[src/core/lsafc_regs.svh]
// Register offsets, field positions and protocol constants of the live slot and fan host.
`ifndef LSAFC_REGS_SVH
`define LSAFC_REGS_SVH
`define LSAFC_OFF_CTRL     5'h00
`define LSAFC_OFF_STAT     5'h04
`define LSAFC_OFF_ARG0     5'h08
`define LSAFC_OFF_ARG1     5'h0C
`define LSAFC_OFF_RSP0     5'h10
`define LSAFC_OFF_RSP1     5'h14
`define LSAFC_OFF_RSP2     5'h18
`define LSAFC_CTRL_GO_BIT  0
`define LSAFC_CTRL_OP_LSB  1
`define LSAFC_STAT_BUSY    0
`define LSAFC_STAT_DONE    1
`define LSAFC_STAT_ERANGE  2
`define LSAFC_STAT_EREPLY  3
`define LSAFC_CMD_TYPE     8'h25
`define LSAFC_RSP_TYPE     8'h65
`define LSAFC_SUB_SLOT     8'h07
`define LSAFC_SUB_FAN      8'h08
`define LSAFC_SLOT_COUNT   8'h08
`define LSAFC_BOARD_COUNT  8'h20
`define LSAFC_FAN_COUNT    8'h04
`define LSAFC_ITEM_NONE    8'h00
`define LSAFC_ITEM_SPEED   8'h01
`define LSAFC_ITEM_TEMP    8'h02
`define LSAFC_ITEM_POWER   8'h03
`define LSAFC_TEMP_SENS    8'h10
`define LSAFC_FAN_SENS     8'h03
`define LSAFC_TSENS_MAX    8'h0F
`define LSAFC_COL3_MAX     8'h11
`define LSAFC_COL5_MAX     8'h0F
`define LSAFC_COL_SPAN     9'h014
`define LSAFC_ROW_MAX      8'h03
`define LSAFC_TGT_MIN      8'h58
`define LSAFC_PMIN_MAX     8'h63
`define LSAFC_PMAX_MAX     8'h64
`define LSAFC_LEN_CLR      8'h03
`define LSAFC_LEN_SLOT     8'h09
`define LSAFC_LEN_SRD      8'h02
`define LSAFC_LEN_FAN      8'h08
`define LSAFC_LEN_FRD      8'h03
`define LSAFC_LEN_ACK      8'h01
`endif

[src/core/lsafc_pkg.sv]
// Types shared by the live slot and fan host.
package lsafc_pkg;
  typedef enum logic [1:0] {OP_SLOT_SET, OP_SLOT_RD, OP_FAN_SET, OP_FAN_RD} lsafc_op_type;
  typedef enum logic [1:0] {ST_IDLE, ST_SEND, ST_RECV, ST_CHECK} lsafc_state_type;
endpackage : lsafc_pkg

[src/core/lsafc_host_ctrl.sv]
// Host controller that builds slot and fan control packets and checks their replies.
//
// Overview of operation
// Device keeps eight independent live display slots.
// Slot set: type 0x25, sub 7, length 3/9.
// Item 0 clears with length 3, others 9.
// Slot, board and sensor indices within range.
// Digit count must suit the item type.
// Column and row must stay in range.
// Last byte: unit or divisor, power ignores.
// Slot set answered 0x65, length 1, echo.
// Slot read sends two bytes, gets nine.
// Boot state store keeps both settings.
// Host keeps all slot digits on display.
// Device ramps fan power toward target temperature.
// Below minimum: hold or off by policy.
// Device clamps fan power at maximum.
// Maximum power at startup or sensor loss.
// Control sensor sits on fan's board.
// Manual power ignored under automatic control.
// Fan set: type 0x25, sub 8, length 8.
// Option byte: enable, policy, reserved, responsiveness.
// Target is Celsius plus 128, 88 up.
// Sensor, minimum, maximum in range, maximum above.
// Fan read sends three bytes, gets eight.
// Device compares sixteenth-degree sensor readings.
// Bad requests are refused, settings unchanged.
//
// Added by the designer: register access over APB and the address map.
`include "lsafc_regs.svh"
`timescale 1ns/10ps
`default_nettype none
module lsafc_host_ctrl
  import lsafc_pkg::*;
#(
  // Sizes of the device's slot and fan tables.
  parameter int unsigned SLOT_COUNT  = 8,
  parameter int unsigned BOARD_COUNT = 32,
  parameter int unsigned FAN_COUNT   = 4
)
(
  // Clock and reset.
  input  wire logic        clk_sys,
  input  wire logic        srst,
  // APB slave.
  input  wire logic        psel,
  input  wire logic        penable,
  input  wire logic        pwrite,
  input  wire logic [4:0]  paddr,
  input  wire logic [31:0] pwdata,
  output logic      [31:0] prdata,
  output logic             pready,
  output logic             pslverr,
  // Command byte stream toward the device.
  output logic             tx_valid,
  output logic      [7:0]  tx_data,
  input  wire logic        tx_ready,
  // Reply byte stream from the device, on clk_sys.
  input  wire logic        rx_valid,
  input  wire logic [7:0]  rx_data
);

  lsafc_state_type state_ff;
  lsafc_state_type nxt_state;
  lsafc_op_type    op_ff;
  logic [31:0]     arg0_ff;
  logic [31:0]     arg1_ff;
  logic [7:0]      rsp_ff [0:8];
  logic [7:0]      rsp_type_ff;
  logic [7:0]      rsp_len_ff;
  logic [7:0]      idx_ff;
  logic [7:0]      nxt_idx;
  logic            done_ff;
  logic            erange_ff;
  logic            ereply_ff;
  logic            tx_valid_ff;
  logic [7:0]      tx_data_ff;
  logic [31:0]     prdata_ff;

  // Packet assembly: type, length, then the data bytes.
  logic [7:0] cmd_b [0:8];
  logic [7:0] pkt_b [0:10];
  genvar gi;
  generate
    for (gi = 0; gi < 4; gi = gi + 1) begin : g_args
      assign cmd_b[gi+1] = arg0_ff[8*gi +: 8];
      assign cmd_b[gi+5] = arg1_ff[8*gi +: 8];
    end
    for (gi = 0; gi < 9; gi = gi + 1) begin : g_pkt
      assign pkt_b[gi+2] = cmd_b[gi];
    end
  endgenerate

  wire       is_slot   = (op_ff == OP_SLOT_SET) || (op_ff == OP_SLOT_RD);
  wire       is_clear  = (cmd_b[2] == `LSAFC_ITEM_NONE);
  wire [7:0] cmd_len   = (op_ff == OP_SLOT_SET) ? (is_clear ? `LSAFC_LEN_CLR : `LSAFC_LEN_SLOT) :
                         (op_ff == OP_SLOT_RD)  ? `LSAFC_LEN_SRD :
                         (op_ff == OP_FAN_SET)  ? `LSAFC_LEN_FAN : `LSAFC_LEN_FRD;
  wire [7:0] exp_len   = (op_ff == OP_SLOT_RD) ? `LSAFC_LEN_SLOT :
                         (op_ff == OP_FAN_RD)  ? `LSAFC_LEN_FAN : `LSAFC_LEN_ACK;
  assign cmd_b[0] = is_slot ? `LSAFC_SUB_SLOT : `LSAFC_SUB_FAN;
  assign pkt_b[0] = `LSAFC_CMD_TYPE;
  assign pkt_b[1] = cmd_len;

  // Slot field checks.
  wire is_temp    = (cmd_b[2] == `LSAFC_ITEM_TEMP);
  wire is_speed   = (cmd_b[2] == `LSAFC_ITEM_SPEED);
  wire is_power   = (cmd_b[2] == `LSAFC_ITEM_POWER);
  wire slot_ok    = (cmd_b[1] < 8'(SLOT_COUNT));
  wire sens_ok    = is_temp ? (cmd_b[4] <= `LSAFC_TEMP_SENS)
                            : (cmd_b[4] <= `LSAFC_FAN_SENS);
  wire dig_ok     = is_temp  ? (cmd_b[5] == 8'h03 || cmd_b[5] == 8'h05) :
                    is_speed ? (cmd_b[5] == 8'h04 || cmd_b[5] == 8'h05) :
                    (cmd_b[5] == 8'h03);
  wire col_ok     = !is_temp || (cmd_b[5] == 8'h03 ? cmd_b[6] <= `LSAFC_COL3_MAX
                                                   : cmd_b[6] <= `LSAFC_COL5_MAX);
  wire [8:0] span = {1'b0, cmd_b[6]} + {1'b0, cmd_b[5]};
  wire fit_ok     = (span <= `LSAFC_COL_SPAN) && (cmd_b[7] <= `LSAFC_ROW_MAX);
  wire item_ok    = is_temp || is_speed || is_power;
  wire sset_ok    = slot_ok && (is_clear || (item_ok && cmd_b[3] < 8'(BOARD_COUNT)
                    && sens_ok && dig_ok && col_ok && fit_ok));

  // Fan control field checks.
  wire fsel_ok    = (cmd_b[1] < 8'(BOARD_COUNT)) && (cmd_b[2] < 8'(FAN_COUNT));
  // Reserved option bits 3:2 are refused here rather than left for the device to reject.
  wire opt_ok     = !cmd_b[3][2] && !cmd_b[3][3];
  wire fset_ok    = fsel_ok && opt_ok && (cmd_b[4] <= `LSAFC_TSENS_MAX)
                    && (cmd_b[5] >= `LSAFC_TGT_MIN) && (cmd_b[6] <= `LSAFC_PMIN_MAX)
                    && (cmd_b[7] != 8'h00) && (cmd_b[7] <= `LSAFC_PMAX_MAX)
                    && (cmd_b[7] > cmd_b[6]);
  // The op arrives with the start bit, so the checks must use it and not the stored one.
  wire [1:0] req_op = pwdata[`LSAFC_CTRL_OP_LSB +: 2];
  wire args_ok    = (req_op == OP_SLOT_SET) ? sset_ok :
                    (req_op == OP_SLOT_RD)  ? slot_ok :
                    (req_op == OP_FAN_SET)  ? fset_ok : fsel_ok;

  // APB decode; the slave answers with no wait state.
  wire acc      = psel && penable;
  wire hit      = (paddr <= `LSAFC_OFF_RSP2) && (paddr[1:0] == 2'b00);
  wire wr_ctrl  = acc && pwrite && (paddr == `LSAFC_OFF_CTRL);
  wire wr_stat  = acc && pwrite && (paddr == `LSAFC_OFF_STAT);
  wire wr_arg0  = acc && pwrite && (paddr == `LSAFC_OFF_ARG0) && (state_ff == ST_IDLE);
  wire wr_arg1  = acc && pwrite && (paddr == `LSAFC_OFF_ARG1) && (state_ff == ST_IDLE);
  wire go       = wr_ctrl && pwdata[`LSAFC_CTRL_GO_BIT] && (state_ff == ST_IDLE);
  wire go_op_ok = go && args_ok;
  wire [31:0] stat_word = {8'h00, rsp_len_ff, rsp_type_ff, 4'h0, ereply_ff, erange_ff,
                           done_ff, (state_ff != ST_IDLE)};
  wire [31:0] rd_word =
    (paddr == `LSAFC_OFF_CTRL) ? {29'h0000_0000, op_ff, 1'b0} :
    (paddr == `LSAFC_OFF_STAT) ? stat_word :
    (paddr == `LSAFC_OFF_ARG0) ? arg0_ff :
    (paddr == `LSAFC_OFF_ARG1) ? arg1_ff :
    (paddr == `LSAFC_OFF_RSP0) ? {rsp_ff[3], rsp_ff[2], rsp_ff[1], rsp_ff[0]} :
    (paddr == `LSAFC_OFF_RSP1) ? {rsp_ff[7], rsp_ff[6], rsp_ff[5], rsp_ff[4]} :
    (paddr == `LSAFC_OFF_RSP2) ? {24'h00_0000, rsp_ff[8]} : 32'h0000_0000;
  assign prdata  = prdata_ff;
  assign pready  = 1'b1;
  assign pslverr = acc && !hit;

  // There is no reply timeout: a silent device keeps busy set until srst.
  // Sequencing of send, receive and reply check.
  wire tx_fire   = tx_valid_ff && tx_ready;
  wire tx_last   = (idx_ff == cmd_len + 8'h01);
  wire rx_last   = rx_valid && (idx_ff >= 8'h01) &&
                   (idx_ff == (idx_ff == 8'h01 ? 8'h01 : rsp_len_ff + 8'h01)) &&
                   !(idx_ff == 8'h01 && rx_data != 8'h00);
  wire reply_ok  = (rsp_type_ff == `LSAFC_RSP_TYPE) && (rsp_len_ff == exp_len)
                   && (rsp_ff[0] == cmd_b[0]);
  wire [7:0] nxt_byte = pkt_b[4'(idx_ff + 8'h01)];

  always_comb begin
    nxt_state = state_ff;
    nxt_idx   = idx_ff;
    case (state_ff)
      ST_IDLE: begin
        nxt_idx = 8'h00;
        if (go_op_ok) begin
          nxt_state = ST_SEND;
        end
      end
      ST_SEND: begin
        if (tx_fire) begin
          nxt_idx = tx_last ? 8'h00 : idx_ff + 8'h01;
          if (tx_last) begin
            nxt_state = ST_RECV;
          end
        end
      end
      ST_RECV: begin
        if (rx_valid) begin
          nxt_idx = idx_ff + 8'h01;
          if (rx_last) begin
            nxt_state = ST_CHECK;
          end
        end
      end
      ST_CHECK: begin
        nxt_state = ST_IDLE;
      end
      default: begin
        nxt_state = ST_IDLE;
      end
    endcase
  end

  always_ff @(posedge clk_sys) begin
    if (srst) begin
      state_ff <= ST_IDLE;
      idx_ff   <= 8'h00;
    end else begin
      state_ff <= nxt_state;
      idx_ff   <= nxt_idx;
    end
  end

  // Bytes are loaded one ahead so tx_data stands still while the device stalls.
  always_ff @(posedge clk_sys) begin
    if (srst) begin
      tx_valid_ff <= 1'b0;
      tx_data_ff  <= 8'h00;
    end else if (state_ff == ST_IDLE && go_op_ok) begin
      tx_valid_ff <= 1'b1;
      tx_data_ff  <= `LSAFC_CMD_TYPE;
    end else if (tx_fire) begin
      tx_valid_ff <= !tx_last;
      tx_data_ff  <= tx_last ? 8'h00 : nxt_byte;
    end
  end
  assign tx_valid = tx_valid_ff;
  assign tx_data  = tx_data_ff;

  // Reply capture; bytes past the ninth are counted but dropped.
  always_ff @(posedge clk_sys) begin
    if (srst) begin
      rsp_type_ff <= 8'h00;
      rsp_len_ff  <= 8'h00;
      for (int i = 0; i < 9; i++) begin
        rsp_ff[i] <= 8'h00;
      end
    end else if (state_ff == ST_RECV && rx_valid) begin
      if (idx_ff == 8'h00) begin
        rsp_type_ff <= rx_data;
      end else if (idx_ff == 8'h01) begin
        rsp_len_ff <= rx_data;
      end else if (idx_ff <= 8'h0A) begin
        rsp_ff[4'(idx_ff - 8'h02)] <= rx_data;
      end
    end
  end

  // Register file; a hardware set wins over a software clear.
  always_ff @(posedge clk_sys) begin
    if (srst) begin
      op_ff     <= OP_SLOT_SET;
      arg0_ff   <= 32'h0000_0000;
      arg1_ff   <= 32'h0000_0000;
      done_ff   <= 1'b0;
      erange_ff <= 1'b0;
      ereply_ff <= 1'b0;
      prdata_ff <= 32'h0000_0000;
    end else begin
      if (psel && !penable) begin
        prdata_ff <= rd_word;
      end
      if (wr_ctrl && state_ff == ST_IDLE) begin
        op_ff <= lsafc_op_type'(pwdata[`LSAFC_CTRL_OP_LSB +: 2]);
      end
      if (wr_arg0) begin
        arg0_ff <= pwdata;
      end
      if (wr_arg1) begin
        arg1_ff <= pwdata;
      end
      done_ff   <= (state_ff == ST_CHECK) || (done_ff && !(wr_stat && pwdata[`LSAFC_STAT_DONE]));
      erange_ff <= (go && !args_ok) ||
                   (erange_ff && !(wr_stat && pwdata[`LSAFC_STAT_ERANGE]));
      ereply_ff <= (state_ff == ST_CHECK && !reply_ok) ||
                   (ereply_ff && !(wr_stat && pwdata[`LSAFC_STAT_EREPLY]));
    end
  end
endmodule : lsafc_host_ctrl
`default_nettype wire

[config.mk]
export PLATFORM = sky130hd
export DESIGN_NAME = lsafc_host_ctrl
export DESIGN_NICKNAME = d
export VERILOG_FILES = /design/src/core/lsafc_pkg.sv /design/src/core/lsafc_host_ctrl.sv
export VERILOG_INCLUDE_DIRS = /design/src /design/src/core
export SDC_FILE = /design/constraint.sdc
export NUM_CORES = 1
export LEC_CHECK = 0
export ABC_CLOCK_PERIOD_IN_PS = 3300
export BUFFER_PORTS_ARGS = -buffer_cell sky130_fd_sc_hd__buf_4
export CAP_MARGIN = 20
export CELL_PAD_IN_SITES_DETAIL_PLACEMENT = 0
export CELL_PAD_IN_SITES_GLOBAL_PLACEMENT = 1
export CORE_ASPECT_RATIO = 0.8
export CORE_MARGIN = 10
export CORE_UTILIZATION = 46
export CTS_CLUSTER_DIAMETER = 50
export CTS_CLUSTER_SIZE = 28
export DETAILED_ROUTE_END_ITERATION = 8
export PLACE_DENSITY_LB_ADDON = 0.1
export SLEW_MARGIN = 20
export SYNTH_ARGS = -nofsm -noshare
export SYNTH_HDL_FRONTEND = slang
export SYNTH_SLANG_ARGS = --single-unit
[constraint.sdc]
create_clock -name clk_sys -period 3.3 [get_ports clk_sys]
set_input_delay 0.33 -clock clk_sys [delete_from_list [all_inputs] [get_ports clk_sys]]
set_output_delay 0.33 -clock clk_sys [all_outputs]
set_load 0.005 [all_outputs]
==> reports/results.ini <==
[worst_setup_path]
cp_num_buf_inv = 0
required_ns = 3.75
crit_fanout = 6
rr_startpoint = arg1_ff[0]
crit_family = compound AO/OA/AOI/OAI gates
slowest_stage = fa_1
start_kind = flip-flop
ff2ff_setup_slack_ns = 0.22
cp-endpoint = state_ff[1]
crit_path_end_kind = flip-flop
cp_cell_sequence = ha_1 -> fa_1 -> a211oi_4 -> o21ai_2 -> a2111oi_4 -> a31oi_1 -> nor4b_4 -> o211ai_4 -> a221oi_2 -> mux2i_1
crit_cells = 10
cp.arrival_ns = 3.53
rr_worst_depth = 10
criticalPathCategory = reg2reg
r2r_end = state_ff[1]
slowest_delay_ns = 0.44
setup.worst_path.start = arg1_ff[0]

[global_route]
grt_pass1_wl_um = 58800
grt_pass1_vias = 9325
grt_usage_pct = 24.0
grt_remaining_overflow = 0
grt_antenna_before_repair = 0
grt_max_degree = 76

[synth]
yosysUniqueCellTypes = 70
ys_seq_area_share_pct = 43.9
ys_async_sr_fraction_pct = 0
synth-xor-area-share_pct = 1.58
synth_flop_cell = dfxtp_1
synth_top_family_by_area = simple AND/OR/NAND/NOR gates
synthCells = 1230
synth-compound-area-share_pct = 16.8
synthAdderAreaFrac_pct = 4.12
avgSynthCellArea_um2 = 9.04
synthesis.nets = 1318
synth-simple-area-share_pct = 20.4
ys_warn_count = 0
synth_edf_count = 72
ys_ff_latch = 208
syn_area_um2 = 11100
synthMuxAreaShare_pct = 8.49

[clock_tree]
htreeDepth = 1
cts_buffers = 24
cts_tree = done
path_clk_slew_ns = 0.07
clkSinkCount = 208
cts_hold_buf = 0
cts-root-buf = clkbuf_16
clk_latency_ns = 0.53
cts_buffer_depth = 3

[detailed_routing]
initialDrtViolationCount = 1104
viasPerCell = 5.98
drc = 0
antenna_left = 0
drt-total-wl_um = 38800
num_vias = 9707
wl_per_cell_um = 23.9
firstDrtPassIters = 5

[pwr]
p_total_w = 0.00596
power_density_nw_per_um2 = 457
seqPwrFrac_pct = 45.8
switching_share_pct = 24.8
clock_power_share_pct = 48.6
p_int_w = 0.00448
comb_power_share_pct = 5.6
peakVddDrop_mv = 0.402
p_leak_nw = 5.12
switchingPower_w = 0.00148

[sta]
worst_pin_slew_ns = 0.964
timing.final.crit_share_pct = 93.5
maxSlewViolCount = 0
timing.hold.ws_ns = 0.0514
max_freq_mhz = 324
rsz0062_at_grt = no
relSlewSlack_pct = 35.7
hold_viol = 0
fin_skew_ns = 0.0233
fin_setup_tns_ns = 0
finalSetupViolations = 0
post-route-min-period_ns = 3.08

[floorplanning]
die-area_um2 = 30800
num_rows = 50
die-width_um = 194
initial_core_util_pct = 47.2
num_io_pins = 95
die_h_um = 159
core_um2 = 23600

[layout]
final_cell_mix = 184 x nand2_1, 138 x buf_4, 136 x dfxtp_1
syn_to_final_growth_pct = 17.2
layout_commonest_cell = nand2_1
drive_gt1_share_pct = 17.2
fin_nets = 1381
diodes = 0
final_area_um2 = 13000
stdcell_count = 1623

[min_path]
hp-class = in2reg

[place]
io_buffers = 93
dp.cells = 1579
place_area_um2 = 12100
gp_congestion = 0.969
hpwlAfterDp_um = 28100

[run]
drv_cap = 0

[status]
status = complete, no violations

[layer usage]
metal	track usage [%]	vias up	part of all wire [%]
met2	33.8	353	42
met1	35.7	4712	48
met3	4.85	60	7.8
met4	7.23	0	2.9
li1	-	4582	-
met5	0	-	0
[Yosys cell counts (all sizes together), types with 3 or more instances]
cell type / instances / share of area [%]
o21ai: 35 / 1.6
or3: 3 / 0.17
a211oi: 14 / 1.1
nor4: 11 / 0.73
a22oi: 42 / 2.8
a221oi: 11 / 0.92
dfxtp: 136 / 24
and2: 19 / 1.1
nor3b: 8 / 0.54
a21oi: 110 / 5.0
nor2b: 9 / 0.51
nand2b: 8 / 0.45
and3: 67 / 3.8
a21o: 6 / 0.41
ha: 35 / 3.9
clkbuf: 90 / 3.2
nor3: 10 / 0.45
o22ai: 28 / 1.6
nand4: 17 / 0.96
nor2: 99 / 3.3
mux2: 19 / 1.9
edfxtp: 72 / 19
o221ai: 6 / 0.47
mux4: 8 / 1.6
a31oi: 6 / 0.34
buf: 11 / 0.47
nand3: 21 / 0.95
o211ai: 6 / 0.53
xor2: 9 / 0.71
nand3b: 3 / 0.20
nand2: 184 / 6.2
mux2i: 55 / 5.0
inv: 24 / 0.81
xnor2: 11 / 0.87
o41ai: 3 / 0.24
nor4b: 5 / 0.53
[cell type report]
class | instances | area, um^2
clock inverters | 14 | 173
multi-input cells | 896 | 5730
fillers | 2165 | 10500
inverters | 24 | 90.1
clock buffers | 30 | 718
well taps | 312 | 390
repair buffers | 139 | 1060
flip-flops and latches | 208 | 4880
[registers in the layout, indices dropped and copies added (netlist names), 2 cells and up]
register / count
rsp_len_ff: 8
prdata: 32
arg0_ff: 32
tx_data: 8
op_ff: 2
idx_ff: 8
state_ff: 2
rsp_ff: 72
rsp_type_ff: 8
arg1_ff: 32
[worst min path at each step]
stage	from	endpoint	slack, ns	depth (start not counted)
floorplan	arg1_ff[24]	arg1_ff[24]	0.45	2
detailed placement	tx_data[3]	tx_data[3]	0.45	2
CTS	pwdata[30]	arg1_ff[30]	0.04	3
global route	pwdata[29]	arg0_ff[29]	0.05	3
finish	pwdata[30]	arg1_ff[30]	0.05	3
global placement	tx_data[3]	tx_data[3]	0.44	2
[cell families (layout without fill, tap and decap cells)]
group | after synthesis | count (layout)
buf+inv | 126 | 207
xor+xnor | 20 | 20
mux | 82 | 82
simple gates | 471 | 471
flops | 208 | 208
fa+ha+maj | 36 | 36
other cells | 1 | 1
compound gates | 286 | 286
[repair_timing]
action / 4_1_cts / 5_1_grt
gates resized for setup: 0 / 0
endpoints found under the setup margin: 0 / 1
buffers inserted: 0 / 0
[per-stage QoR]
stage          setup WS, ns  utilization (%)
2_1_floorplan         0.405                -
3_3_place_gp          0.235             51.5
3_5_place_dp          0.161             51.5
4_1_cts               0.134             55.3
5_1_grt              0.0326             55.3
6_report              0.216             55.3
[power by group through the flow]
stage	clock network (W)	logic [W]	registers [W]
after CTS	0.00292	0.000333	0.00273
after floorplan	0	0.000181	0.00278
after global placement	0	0.000329	0.00279
after detailed placement	0	0.000332	0.00279
final	0.00289	0.000335	0.00273
after global routing	0.00303	0.000362	0.00273
[worst reg2reg max path, delay by kind of cell, from the launching register on]
kind	cells	cell delay [ns]
simple gates	1	0.35
compound gates	6	1.43
flops	1	0.32
fa+ha+maj	2	0.68
mux	1	0.23
No activity file was read; power rests on OpenSTA's default activity.
